`config.mk`:
```
export PLATFORM = sky130hd
export DESIGN_NAME = t2ub_top
export DESIGN_NICKNAME = d
export VERILOG_FILES = /design/src/rtl/t2ub_pkg.sv /design/src/rtl/t2ub_top.sv /design/src/rtl/t2ub_pin_sync.sv /design/src/rtl/t2ub_baud_gen.sv
export SDC_FILE = /design/constraint.sdc
export NUM_CORES = 1
export LEC_CHECK = 0
export BUFFER_PORTS_ARGS = -buffer_cell sky130_fd_sc_hd__buf_4
export CAP_MARGIN = 20
export CORE_MARGIN = 4
export CORE_UTILIZATION = 45
export CTS_BUF_LIST = sky130_fd_sc_hd__clkbuf_4 sky130_fd_sc_hd__clkbuf_8
export CTS_CLUSTER_DIAMETER = 40
export DETAILED_ROUTE_END_ITERATION = 7
export PLACE_DENSITY_LB_ADDON = 0.1
export SYNTH_ARGS = -nofsm -noshare
export SYNTH_HDL_FRONTEND = slang
export SYNTH_SLANG_ARGS = --single-unit
```
`constraint.sdc`:
```
create_clock -name clock -period 2.7 [get_ports clock]
set_input_delay 0 -clock clock [delete_from_list [all_inputs] [get_ports clock]]
set_output_delay 0 -clock clock [all_outputs]
set_load 0.01 [all_outputs]
```
`src/rtl/t2ub_pkg.sv`:
```
// Contract
// timer2_overflow_flag is set on Timer 2 overflow only while both serial clock selects are 0, and holds until software clears it.
// with external_event_enable set, each capture or reload caused by a trigger-pin falling edge sets timer2_external_flag, cleared by software.
// a set timer2_external_flag requests the Timer 2 interrupt whenever that interrupt is enabled and up_down_count_enable is 0.
// while up_down_count_enable is 1, timer2_external_flag raises no interrupt request.
// in serial modes 1 and 3 the receive bit clock is Timer 2 overflow when the receive select is 1, else Timer 1 overflow.
// with external_event_enable set a trigger-pin falling edge causes a capture or reload; with it clear such edges are ignored.
// with counter_timer_select at 0 Timer 2 counts the peripheral clock.
// with counter_timer_select at 1 Timer 2 counts falling edges of its count pin; software keeps it 0 in clock-out mode.
// with capture_reload_select 0 the timer reloads on overflow and on enabled trigger edges; either serial clock select forces reload.
// the internal baud generator clocks serial modes 1 and 3, and modes 0 too when baud_gen_mode0_select is set.
// serial_control and timer2_control reset to zero and each bit is writable on its own.
// serial_buffer content is undefined after reset.
// slave_address, slave_address_mask and baud_reload_value reset to zero.
// the baud generator overflow rate follows the reload value, baud_speed_mode and baud_doubler.
// the baud generator runs only while baud_gen_run is 1.
// in serial modes 1 and 3 the transmit bit clock is Timer 2 overflow when transmit_clock_select is 1, else Timer 1 overflow.
// Timer 2 counts only while timer2_run_control is 1 and holds otherwise; an enabled trigger edge still reloads it while stopped in reload mode.
package t2ub_pkg;
    // register offsets are word indexes; the bus byte address is four times the index
    localparam logic [9:0] IDX_SERIAL_CONTROL = 10'h098;
    localparam logic [9:0] IDX_SERIAL_BUFFER = 10'h099;
    localparam logic [9:0] IDX_BAUD_RELOAD = 10'h09A;
    localparam logic [9:0] IDX_BAUD_CONTROL = 10'h09B;
    localparam logic [9:0] IDX_SLAVE_ADDRESS = 10'h0A9;
    localparam logic [9:0] IDX_SLAVE_MASK = 10'h0B9;
    localparam logic [9:0] IDX_TIMER2_CONTROL = 10'h0C8;
    localparam logic [9:0] IDX_TIMER2_COUNT = 10'h0CC;
    localparam logic [9:0] IDX_TIMER2_RELOAD = 10'h0CD;
    localparam logic [9:0] IDX_AUX_CONTROL = 10'h0CE;
    localparam logic [9:0] IDX_AUX_STATUS = 10'h0CF;
    localparam logic [11:0] OFS_SERIAL_CONTROL = {IDX_SERIAL_CONTROL, 2'h0};
    localparam logic [11:0] OFS_SERIAL_BUFFER = {IDX_SERIAL_BUFFER, 2'h0};
    localparam logic [11:0] OFS_BAUD_RELOAD = {IDX_BAUD_RELOAD, 2'h0};
    localparam logic [11:0] OFS_BAUD_CONTROL = {IDX_BAUD_CONTROL, 2'h0};
    localparam logic [11:0] OFS_SLAVE_ADDRESS = {IDX_SLAVE_ADDRESS, 2'h0};
    localparam logic [11:0] OFS_SLAVE_MASK = {IDX_SLAVE_MASK, 2'h0};
    localparam logic [11:0] OFS_TIMER2_CONTROL = {IDX_TIMER2_CONTROL, 2'h0};
    localparam logic [11:0] OFS_TIMER2_COUNT = {IDX_TIMER2_COUNT, 2'h0};
    localparam logic [11:0] OFS_TIMER2_RELOAD = {IDX_TIMER2_RELOAD, 2'h0};
    localparam logic [11:0] OFS_AUX_CONTROL = {IDX_AUX_CONTROL, 2'h0};
    localparam logic [11:0] OFS_AUX_STATUS = {IDX_AUX_STATUS, 2'h0};
    localparam logic [7:0] RST_BYTE = 8'h00;
    localparam logic [15:0] RST_WORD = 16'h0000;
    // timer2_control fields
    localparam int T2C_OVF = 7;
    localparam int T2C_EXT = 6;
    localparam int T2C_RCLK = 5;
    localparam int T2C_TRANSMIT_CLOCK_SELECT = 4;
    localparam int T2C_EXEN = 3;
    localparam int T2C_RUN = 2;
    localparam int T2C_CT = 1;
    localparam int T2C_CPRL = 0;
    // serial_control mode bits
    localparam int SC_MODE_HI = 7;
    localparam int SC_MODE_LO = 6;
    // baud control fields
    localparam int BC_RUN = 4;
    localparam int BC_TX_BRG = 3;
    localparam int BC_RX_BRG = 2;
    localparam int BC_SPEED = 1;
    localparam int BC_MODE0 = 0;
    // aux control fields
    localparam int AUX_UP_DOWN_COUNT_ENABLE = 0;
    localparam int AUX_T2IE = 1;
    localparam int AUX_DOUBLER = 2;
    // slow speed mode divides the baud counter clock by this value plus one
    localparam logic [2:0] BRG_SLOW_DIV = 3'h5;
endpackage

```
`src/rtl/t2ub_top.sv`:
```
`timescale 1ns/1ns
module t2ub_top
(
    // clock and reset
    input wire logic clock,
    input wire logic rst_n,
    // apb slave
    input wire logic psel,
    input wire logic penable,
    input wire logic pwrite,
    input wire logic [11:0] paddr,
    input wire logic [31:0] pwdata,
    output logic [31:0] prdata,
    output logic pready,
    output logic pslverr,
    // pins and neighbour timer
    input wire logic timer2_count_pin,
    input wire logic external_trigger_pin,
    input wire logic timer1_overflow,
    // results
    output logic timer2_irq_q,
    output logic rx_bit_clock_q,
    output logic tx_bit_clock_q,
    output logic timer2_overflow_q
);
    logic [7:0] serial_control_q;
    logic [7:0] serial_buffer_q;
    logic [7:0] baud_reload_value_q;
    logic [7:0] baud_control_q;
    logic [7:0] slave_address_q;
    logic [7:0] slave_address_mask_q;
    logic [7:0] timer2_control_q;
    logic [15:0] t2_count_q;
    logic [15:0] t2_reload_q;
    logic [2:0] aux_control_q;
    logic [31:0] prdata_q;
    logic pready_q;
    logic pslverr_q;
    logic count_fall;
    logic trig_fall;
    logic brg_tick;

    t2ub_pin_sync u_count_sync
    (
        .clock(clock),
        .rst_n(rst_n),
        .pin(timer2_count_pin),
        .fall_q(count_fall)
    );
    t2ub_pin_sync u_trig_sync
    (
        .clock(clock),
        .rst_n(rst_n),
        .pin(external_trigger_pin),
        .fall_q(trig_fall)
    );
    t2ub_baud_gen u_brg
    (
        .clock(clock),
        .rst_n(rst_n),
        .run(baud_control_q[t2ub_pkg::BC_RUN]),
        .speed_fast(baud_control_q[t2ub_pkg::BC_SPEED]),
        .doubler(aux_control_q[t2ub_pkg::AUX_DOUBLER]),
        .reload(baud_reload_value_q),
        .tick_q(brg_tick)
    );

    // apb decode; single access cycle, no wait states
    wire acc = psel && penable;
    wire wr = acc && pwrite;
    wire hit_sc = (paddr == t2ub_pkg::OFS_SERIAL_CONTROL);
    wire hit_sb = (paddr == t2ub_pkg::OFS_SERIAL_BUFFER);
    wire hit_brl = (paddr == t2ub_pkg::OFS_BAUD_RELOAD);
    wire hit_bc = (paddr == t2ub_pkg::OFS_BAUD_CONTROL);
    wire hit_sa = (paddr == t2ub_pkg::OFS_SLAVE_ADDRESS);
    wire hit_sm = (paddr == t2ub_pkg::OFS_SLAVE_MASK);
    wire hit_t2c = (paddr == t2ub_pkg::OFS_TIMER2_CONTROL);
    wire hit_cnt = (paddr == t2ub_pkg::OFS_TIMER2_COUNT);
    wire hit_rld = (paddr == t2ub_pkg::OFS_TIMER2_RELOAD);
    wire hit_aux = (paddr == t2ub_pkg::OFS_AUX_CONTROL);
    wire hit_st = (paddr == t2ub_pkg::OFS_AUX_STATUS);
    wire hit_any = hit_sc | hit_sb | hit_brl | hit_bc | hit_sa | hit_sm | hit_t2c | hit_cnt | hit_rld | hit_aux
        | hit_st;

    // timer 2 control decode
    wire t2_rclk = timer2_control_q[t2ub_pkg::T2C_RCLK];
    wire t2_transmit_clock_select = timer2_control_q[t2ub_pkg::T2C_TRANSMIT_CLOCK_SELECT];
    wire baud_use = t2_rclk | t2_transmit_clock_select;
    wire exen = timer2_control_q[t2ub_pkg::T2C_EXEN];
    // serial use forces reload
    wire capture_mode = timer2_control_q[t2ub_pkg::T2C_CPRL] && !baud_use;
    // count source select
    wire inc_src = timer2_control_q[t2ub_pkg::T2C_CT] ? count_fall : 1'b1;
    // run gate
    wire inc = timer2_control_q[t2ub_pkg::T2C_RUN] && inc_src;
    wire t2_ovf = inc && (t2_count_q == 16'hFFFF);
    // trigger edge only when enabled
    wire ext_event = exen && trig_fall;
    // capture mode lets the count wrap to zero on overflow instead of reloading
    wire do_reload = !capture_mode && (t2_ovf || ext_event);
    wire do_capture = ext_event && capture_mode;
    // overflow flag only without serial use
    wire set_ovf = t2_ovf && !baud_use;
    // external flag on capture or reload
    wire set_ext = ext_event;

    // field writes keep every bit individually addressable
    wire [7:0] t2c_wr = pwdata[7:0];
    wire [7:0] t2c_d = {
        (wr && hit_t2c ? t2c_wr[t2ub_pkg::T2C_OVF] : timer2_control_q[t2ub_pkg::T2C_OVF]) | set_ovf,
        (wr && hit_t2c ? t2c_wr[t2ub_pkg::T2C_EXT] : timer2_control_q[t2ub_pkg::T2C_EXT]) | set_ext,
        wr && hit_t2c ? t2c_wr[5:0] : timer2_control_q[5:0]
    };

    // interrupt request
    wire irq_d = aux_control_q[t2ub_pkg::AUX_T2IE] && (timer2_control_q[t2ub_pkg::T2C_OVF]
        || (timer2_control_q[t2ub_pkg::T2C_EXT] && !aux_control_q[t2ub_pkg::AUX_UP_DOWN_COUNT_ENABLE]));

    // serial mode decode
    wire [1:0] smode = {serial_control_q[t2ub_pkg::SC_MODE_HI], serial_control_q[t2ub_pkg::SC_MODE_LO]};
    wire var_mode = smode[0];
    wire mode0 = (smode == 2'b00);
    wire brg_rx = baud_control_q[t2ub_pkg::BC_RX_BRG];
    wire brg_tx = baud_control_q[t2ub_pkg::BC_TX_BRG];
    // receive clock source
    wire rx_timer = t2_rclk ? t2_ovf : timer1_overflow;
    // transmit clock source
    wire tx_timer = t2_transmit_clock_select ? t2_ovf : timer1_overflow;
    // baud generator in modes 1 3 and 0
    wire mode0_brg = mode0 && baud_control_q[t2ub_pkg::BC_MODE0] && brg_tick;
    wire rx_d = var_mode ? (brg_rx ? brg_tick : rx_timer) : mode0_brg;
    wire tx_d = var_mode ? (brg_tx ? brg_tick : tx_timer) : mode0_brg;

    // read mux
    wire [31:0] rd_mux =
        hit_sc ? {24'h000000, serial_control_q} :
        hit_sb ? {24'h000000, serial_buffer_q} :
        hit_brl ? {24'h000000, baud_reload_value_q} :
        hit_bc ? {24'h000000, baud_control_q} :
        hit_sa ? {24'h000000, slave_address_q} :
        hit_sm ? {24'h000000, slave_address_mask_q} :
        hit_t2c ? {24'h000000, timer2_control_q} :
        hit_cnt ? {16'h0000, t2_count_q} :
        hit_rld ? {16'h0000, t2_reload_q} :
        hit_aux ? {29'h0000000, aux_control_q} :
        hit_st ? {29'h0000000, timer2_irq_q, rx_bit_clock_q, tx_bit_clock_q} :
        32'h00000000;

    always_ff @(posedge clock)
    begin
        if (!rst_n)
        begin
            // zero reset
            serial_control_q <= t2ub_pkg::RST_BYTE;
            baud_reload_value_q <= t2ub_pkg::RST_BYTE;
            baud_control_q <= t2ub_pkg::RST_BYTE;
            slave_address_q <= t2ub_pkg::RST_BYTE;
            slave_address_mask_q <= t2ub_pkg::RST_BYTE;
            timer2_control_q <= t2ub_pkg::RST_BYTE;
            t2_count_q <= t2ub_pkg::RST_WORD;
            t2_reload_q <= t2ub_pkg::RST_WORD;
            aux_control_q <= 3'h0;
            timer2_irq_q <= 1'b0;
            rx_bit_clock_q <= 1'b0;
            tx_bit_clock_q <= 1'b0;
            timer2_overflow_q <= 1'b0;
        end
        else
        begin
            // bitwise writes
            if (wr && hit_sc)
                serial_control_q <= pwdata[7:0];
            if (wr && hit_brl)
                baud_reload_value_q <= pwdata[7:0];
            if (wr && hit_bc)
                baud_control_q <= {3'h0, pwdata[4:0]};
            if (wr && hit_sa)
                slave_address_q <= pwdata[7:0];
            if (wr && hit_sm)
                slave_address_mask_q <= pwdata[7:0];
            if (wr && hit_aux)
                aux_control_q <= pwdata[2:0];
            timer2_control_q <= t2c_d;
            if (wr && hit_rld)
                t2_reload_q <= pwdata[15:0];
            else if (do_capture)
                t2_reload_q <= t2_count_q;
            // reload on overflow or trigger
            if (wr && hit_cnt)
                t2_count_q <= pwdata[15:0];
            else if (do_reload)
                t2_count_q <= t2_reload_q;
            else if (inc)
                t2_count_q <= t2_count_q + 16'h0001;
            timer2_irq_q <= irq_d;
            rx_bit_clock_q <= rx_d;
            tx_bit_clock_q <= tx_d;
            timer2_overflow_q <= t2_ovf;
        end
    end

    // buffer has no reset value
    always_ff @(posedge clock)
    begin
        if (wr && hit_sb)
            serial_buffer_q <= pwdata[7:0];
    end

    always_ff @(posedge clock)
    begin
        if (!rst_n)
        begin
            prdata_q <= 32'h00000000;
            pready_q <= 1'b0;
            pslverr_q <= 1'b0;
        end
        else
        begin
            pready_q <= psel && !penable;
            pslverr_q <= psel && !penable && !hit_any;
            prdata_q <= (psel && !penable && !pwrite) ? rd_mux : 32'h00000000;
        end
    end
    assign prdata = prdata_q;
    assign pready = pready_q;
    assign pslverr = pslverr_q;
endmodule // t2ub_top

```
`src/rtl/t2ub_pin_sync.sv`:
```
`timescale 1ns/1ns
module t2ub_pin_sync
(
    // clock and reset
    input wire logic clock,
    input wire logic rst_n,
    // pin and result
    input wire logic pin,
    output logic fall_q
);
    logic s1_q;
    logic s2_q;
    logic s3_q;
    logic level_q;
    // change accepted once second and third stage agree
    wire agree = (s2_q == s3_q);
    always_ff @(posedge clock)
    begin
        if (!rst_n)
        begin
            s1_q <= 1'b1;
            s2_q <= 1'b1;
            s3_q <= 1'b1;
            level_q <= 1'b1;
            fall_q <= 1'b0;
        end
        else
        begin
            s1_q <= pin;
            s2_q <= s1_q;
            s3_q <= s2_q;
            if (agree)
                level_q <= s3_q;
            fall_q <= agree && level_q && !s3_q;
        end
    end
endmodule // t2ub_pin_sync

```
`src/rtl/t2ub_baud_gen.sv`:
```
`timescale 1ns/1ns
module t2ub_baud_gen
(
    // clock and reset
    input wire logic clock,
    input wire logic rst_n,
    // control
    input wire logic run,
    input wire logic speed_fast,
    input wire logic doubler,
    input wire logic [7:0] reload,
    // result
    output logic tick_q
);
    logic [7:0] cnt_q;
    logic [2:0] pre_q;
    logic half_q;
    wire pre_done = speed_fast || (pre_q == t2ub_pkg::BRG_SLOW_DIV);
    wire ovf = pre_done && (cnt_q == 8'hFF);
    always_ff @(posedge clock)
    begin
        if (!rst_n)
        begin
            cnt_q <= 8'h00;
            pre_q <= 3'h0;
            half_q <= 1'b0;
            tick_q <= 1'b0;
        end
        // stop on run clear
        else if (!run)
        begin
            cnt_q <= reload;
            pre_q <= 3'h0;
            half_q <= 1'b0;
            tick_q <= 1'b0;
        end
        else
        begin
            // rate from reload speed doubler
            pre_q <= pre_done ? 3'h0 : pre_q + 3'h1;
            if (pre_done)
                cnt_q <= ovf ? reload : cnt_q + 8'h01;
            if (ovf)
                half_q <= !half_q;
            tick_q <= ovf && (doubler || half_q);
        end
    end
endmodule // t2ub_baud_gen

```
# == Yosys cells after proc, flatten, opt, wreduce, memory -nomap -nowiden ==
# Cells that the tools add are included.
# totals
in_bits,52
wordCells,151
out_inout_bits,38
regBits,149
# op_classes
reduce_logical,53
n_mux,28
bitwise_logic,16
n_addsub,3
eq_ne,17
# op_table
cell,count
"12-bit by 10-bit == test with 1-bit output, second input constant",11
16-bit two-way mux,7
8-bit two-way mux,10
1-bit logical AND,32
"16-bit by 1-bit adder with 16-bit output, second input constant",1
"16-bit == test, second input constant",1
1-bit OR,13
12-bit OR reduction,1
1-bit logical NOT,9
1-bit two-way mux,9
9-bit OR reduction,1
"8-bit by 1-bit adder with 8-bit output, second input constant",1
"8-bit == test, second input constant",1
3-bit two-way mux,2
1-bit logical OR,4
2-bit AND reduction,2
"3-bit by 1-bit adder with 3-bit output, second input constant",1
"3-bit == test, second input constant",1
1-bit NOT,3
3-bit nonzero test,1
3-bit OR reduction,1
1-bit == test,2
2-bit logical NOT,1
"2-bit by 1-bit inequality test with 1-bit output, second input constant",1
2-bit nonzero test,1

# == Logic depth before layout (Yosys ltp) ==
# logic_depth
ltp_word,13
mapped_depth,9
depth_no_buf,8

# == Cells and area by module ==
# A second synthesis with hierarchy kept.
# unflattened
hier_cells,768
area_unflattened_um2,6827.8
# modules_own_cells
module,n_inst,cells_per_inst,seq_area_each_um2,area_per_inst_um2
t2ub_top,1,658,2282.2,5764.3
t2ub_baud_gen,1,86,260.2,758.2
t2ub_pin_sync,2,12,100.1,152.6

# == Worst setup path after synthesis ==
# Ideal clock, no wire load.
# synth_timing
path_kind,reg-to-reg
from,register t2_count_q[0]
to,register t2_count_q[10]
path_stages_with_launch,10
path_buffers,2
arrival_time_ns,1.953
required_ns,2.569
path_slack_ns,0.616
path_cell_list,dfxtp_1 > ha_1 > nand2_1 > or3_1 > buf_6 > o41ai_4 > buf_6 > a21oi_1 > a211oi_2 > a21oi_1
# synth_via
elab_chain_len,6
# synth_rtl
element,line,source
from (decl),t2ub_top.sv:33,logic [15:0] t2_count_q;
from (signal assigned),t2ub_top.sv:160,t2_count_q <= t2ub_pkg::RST_WORD;
from (signal assigned),t2ub_top.sv:190,t2_count_q <= pwdata[15:0];
from (signal assigned),t2ub_top.sv:192,t2_count_q <= t2_reload_q;
"parallel branches: the longest is 6 deep, another holds 16-bit by 1-bit adder with 16-bit output",-,
# Parallel ways; which one is timed is not known. The select of a mux whose other input is x is not followed.
# A chain may end at the register's enable or synchronous reset.

# == Worst setup path in the final report ==
# layout_timing
from,register u_brg.pre_q[0]
to,register u_brg.cnt_q[7]
# layout_via
elab_chain_len,6
# layout_rtl
element,line,source
from (decl),t2ub_baud_gen.sv:16,logic [2:0] pre_q;
from (signal assigned),t2ub_baud_gen.sv:40,pre_q <= pre_done ? 3'h0 : pre_q + 3'h1;
3-bit == test *,t2ub_baud_gen.sv:18,wire pre_done = speed_fast || (pre_q == t2ub_pkg::BRG_SLOW_DIV);
1-bit logical OR *,t2ub_baud_gen.sv:18,
1-bit logical AND,t2ub_baud_gen.sv:19,wire ovf = pre_done && (cnt_q == 8'hFF);
8-bit two-way mux,t2ub_baud_gen.sv:42,cnt_q <= ovf ? reload : cnt_q + 8'h01;
8-bit two-way mux,t2ub_baud_gen.sv:41,if (pre_done)
8-bit two-way mux,t2ub_baud_gen.sv:30,else if (!run)
to (signal assigned),t2ub_baud_gen.sv:32,cnt_q <= reload;
to (signal assigned),t2ub_baud_gen.sv:42,
to (decl),t2ub_baud_gen.sv:15,logic [7:0] cnt_q;
# Mark *: on every way between the ends. The rest lies on a longest branch, timed or not. The select of a mux whose other input is x is not followed.

==> run summary <==
Layout area overhead -> 16.59%
root buffer cell -> clkbuf_8
Slew headroom -> 0.4970
final instance area -> 7939 µm²
Mapped Area -> 6809 µm²
clock share of power -> 0.432
max cap viols -> 0
# clock sinks -> 133
Switching Power -> 0.9745 mW
clock slew seen by the registers of the worst setup and hold paths -> 0.08 ns
worst slew pin tran -> 0.7510 ns
CTS buffer count -> 17
Detail Placement HPWL -> 13.57 mm
Setup crit end kind -> flip-flop
CP Buf/Inv Count -> 0
dominant cell type by area after synthesis -> dfxtp_1
maximum fanout along the worst path -> 14
Final period util -> 0.8906
max incr delay on CP -> 0.75 ns
data arrival time of the critical path -> 2.75 ns
dominant cells by area after synthesis -> dfxtp_1 37%, mux2i_1 6.5%, nand2_1 5.0%
setup bufs post-CTS -> 0
deepest clock path buffer count -> 2
Synth Flop Type -> dfxtp_1
Clock Latency Late Sink -> 0.47 ns
unrepaired setup endpoints after global routing -> false
slowest cell on the critical path -> or4b_2
final setup violating endpoints -> 0
warnings from Yosys -> 0
part of the power in registers -> 0.506
cell-internal power -> 2.965 mW
cell area power density -> 496.3 nW/µm²
Seq cells post-synth -> 133
Worst Hold Endpoint -> rx_bit_clock_q
CTS hold repair buffers -> 23
Rows -> 44
routed vias -> 5979
maximum vdd drop -> 0.3764 mV
fmax -> 415.9 MHz
die area -> 17160 µm²
sequence of cells on the critical path -> ha_1, a21oi_1, or4b_2, o21ai_2, nor4_1, a41oi_1, a21boi_0
gr usage total -> 0.2352
maximum number of pins on one net before global-route repair -> 62
final worst slack -> 0.2954 ns
H-tree depth -> 4
initial antenna violation count -> 0
vias per inst -> 5.766
worst min-delay path class -> primary input to flip-flop
hold path startpoint -> timer1_overflow
hold path cells -> 4
switching share of power -> 0.2473
Final min period -> 2.405 ns
Routed WL -> 19.60 mm
Port Buffers -> 57
CP delay by family, top -> compound AO/OA/AOI/OAI gates
post-synth top area share -> 0.3675
Critical Path RT -> 3.05 ns
worst r2r dst -> u_brg.cnt_q[7]
vias in the first global route -> 5730
Synth top cells by count -> 125 x dfxtp_1, 90 x nand2_1, 58 x nor2_1
CTS tree -> done
Post-CTS Resized -> 0
Power, Total -> 3.940 mW
# IOs -> 90
Setup Skew -> 0.01385 ns
Mapped Cells -> 774
GP Congestion -> 0.9775
final setup TNS -> 0 ns
ys async rst share -> 0
Avg WL per Cell -> 18.90 µm
crit start category -> flip-flop
dpl cell area -> 7312 µm²
Finished Layout Cells -> 1037
count leader, synth -> dfxtp_1
part of the power in combinational logic -> 0.062
r2r startpoint -> u_brg.pre_q[0]
number of flops mapped to enable cells by yosys -> 8
reg-to-reg slack, setup -> 0.30 ns
ant diodes -> 0
Syn Area/Cell -> 8.797 µm²
initial DRC count -> 553
Fillers -> 1377
Residual DRC -> 0
first-pass GRT wire length -> 30.90 mm
Seq/Total Area, Yosys -> 0.4028
Unique masters post-synth -> 77
fin. max-slew vios -> 0
placed cell count -> 982
Detail Route Antenna Nets -> 0
die height -> 131.0 µm
drt pass-1 iters -> 5
final hold slack -> 0.03876 ns
Starting Density -> 0.4632
core area -> 14700 µm²
Worst R2R Path Depth -> 7
chip width -> 131.0 µm
worst slack at placement -> 0.3081 ns
final core occ -> 0.5401
layout cells sized above 1 -> 0.1653
WS Path Type -> flip-flop to flip-flop
static leakage -> 3.103 nW
GRT Residual Overflow -> 0
Final nets -> 896
status -> finished, final reports clean
Final Hold Fails -> 0
power groups by stage:
| stage | clock network, mW | registers, mW | logic, mW |
|---|---|---|---|
| 2_1_floorplan | 0 | 2.04 | 0.131 |
| 3_3_place_gp | 0 | 2.04 | 0.213 |
| 3_5_place_dp | 0 | 2.04 | 0.216 |
| 4_1_cts | 1.73 | 1.99 | 0.242 |
| 5_1_grt | 1.80 | 1.99 | 0.263 |
| 6_report | 1.70 | 1.99 | 0.245 |
state kept, by name, indices dropped and copies added, names as in the netlist, 3 cells and up:
| name | count |
|---|---|
| serial_buffer_q | 8 |
| serial_control_q | 8 |
| slave_address_mask_q | 8 |
| t2_reload_q | 16 |
| prdata | 16 |
| baud_reload_value_q | 8 |
| slave_address_q | 8 |
| baud_control_q | 5 |
| aux_control_q | 3 |
| timer2_control_q | 8 |
| u_brg.pre_q | 3 |
| t2_count_q | 16 |
| u_brg.cnt_q | 8 |
kinds of logic (layout without fill, tap and decap cells):
kind of cell,count (synthesis),after routing,synth area share
flip-flops,133,133,0.4028
buffers and inverters,78,142,0.05862
AND/OR/NAND/NOR,293,293,0.2264
adder cells (fa/ha/maj),4,4,0.007351
multiplexers,48,48,0.07460
AO/OA/AOI/OAI,204,204,0.2130
other,1,16,0.0005507
XOR/XNOR,13,13,0.01672
worst reg2reg max path: stages, from the launching register on:
cell and delay [ns]:
dfxtp_1 0.37, ha_1 0.16, a21oi_1 0.12, or4b_2 0.76, o21ai_2 0.49, nor4_1 0.10, a41oi_1 0.18, a21boi_0 0.11
layout make-up:
class                      count  area, µm²  share of cell area
clock inverter                12      127.6             0.01608
multi-input combinational    578       3724              0.4690
sequential                   133       2743              0.3455
inverter                      10      37.54            0.004728
tap                          184      230.2             0.02900
clock buffer                  20      269.0             0.03388
timing repair buffer         100      808.3              0.1018
routing by layer:
layer | up-vias | part of all wire | GRT usage
li1 | 2887 | - | -
met1 | 2884 | 0.45 | 0.3131
met2 | 180 | 0.48 | 0.3892
met3 | 28 | 0.059 | 0.04593
met4 | 0 | 0.016 | 0.06655
met5 | - | 0 | 0
how the worst max path moves through the flow:
stage	depth (start not counted)	to	from	slack (ns)
after CTS	8	t2_count_q[3]	t2_count_q[0]	0.31
after detailed placement	7	u_brg.cnt_q[7]	u_brg.pre_q[0]	0.31
after global routing	7	u_brg.cnt_q[7]	u_brg.pre_q[0]	0.15
after floorplan	9	t2_count_q[10]	t2_count_q[0]	0.62
after global placement	8	t2_count_q[15]	t2_count_q[0]	0.38
final	7	u_brg.cnt_q[7]	u_brg.pre_q[0]	0.30
cell usage in the layout, fill, tap and decap left out, drive strengths merged, types with 9 or more instances in the layout:
cell type,count
clkbuf,20
dfxtp,125
nor2b,33
nand4,9
o211ai,9
nor2,61
a211oi,12
mux2i,44
a22oi,13
o21ai,43
a21boi,28
a21oi,38
dlygate4sd3,23
inv,12
nand3,25
nor3,13
nand2b,16
o211a,18
buf,77
conb,16
nand2,91
No activity file was read; power rests on OpenSTA's default activity.
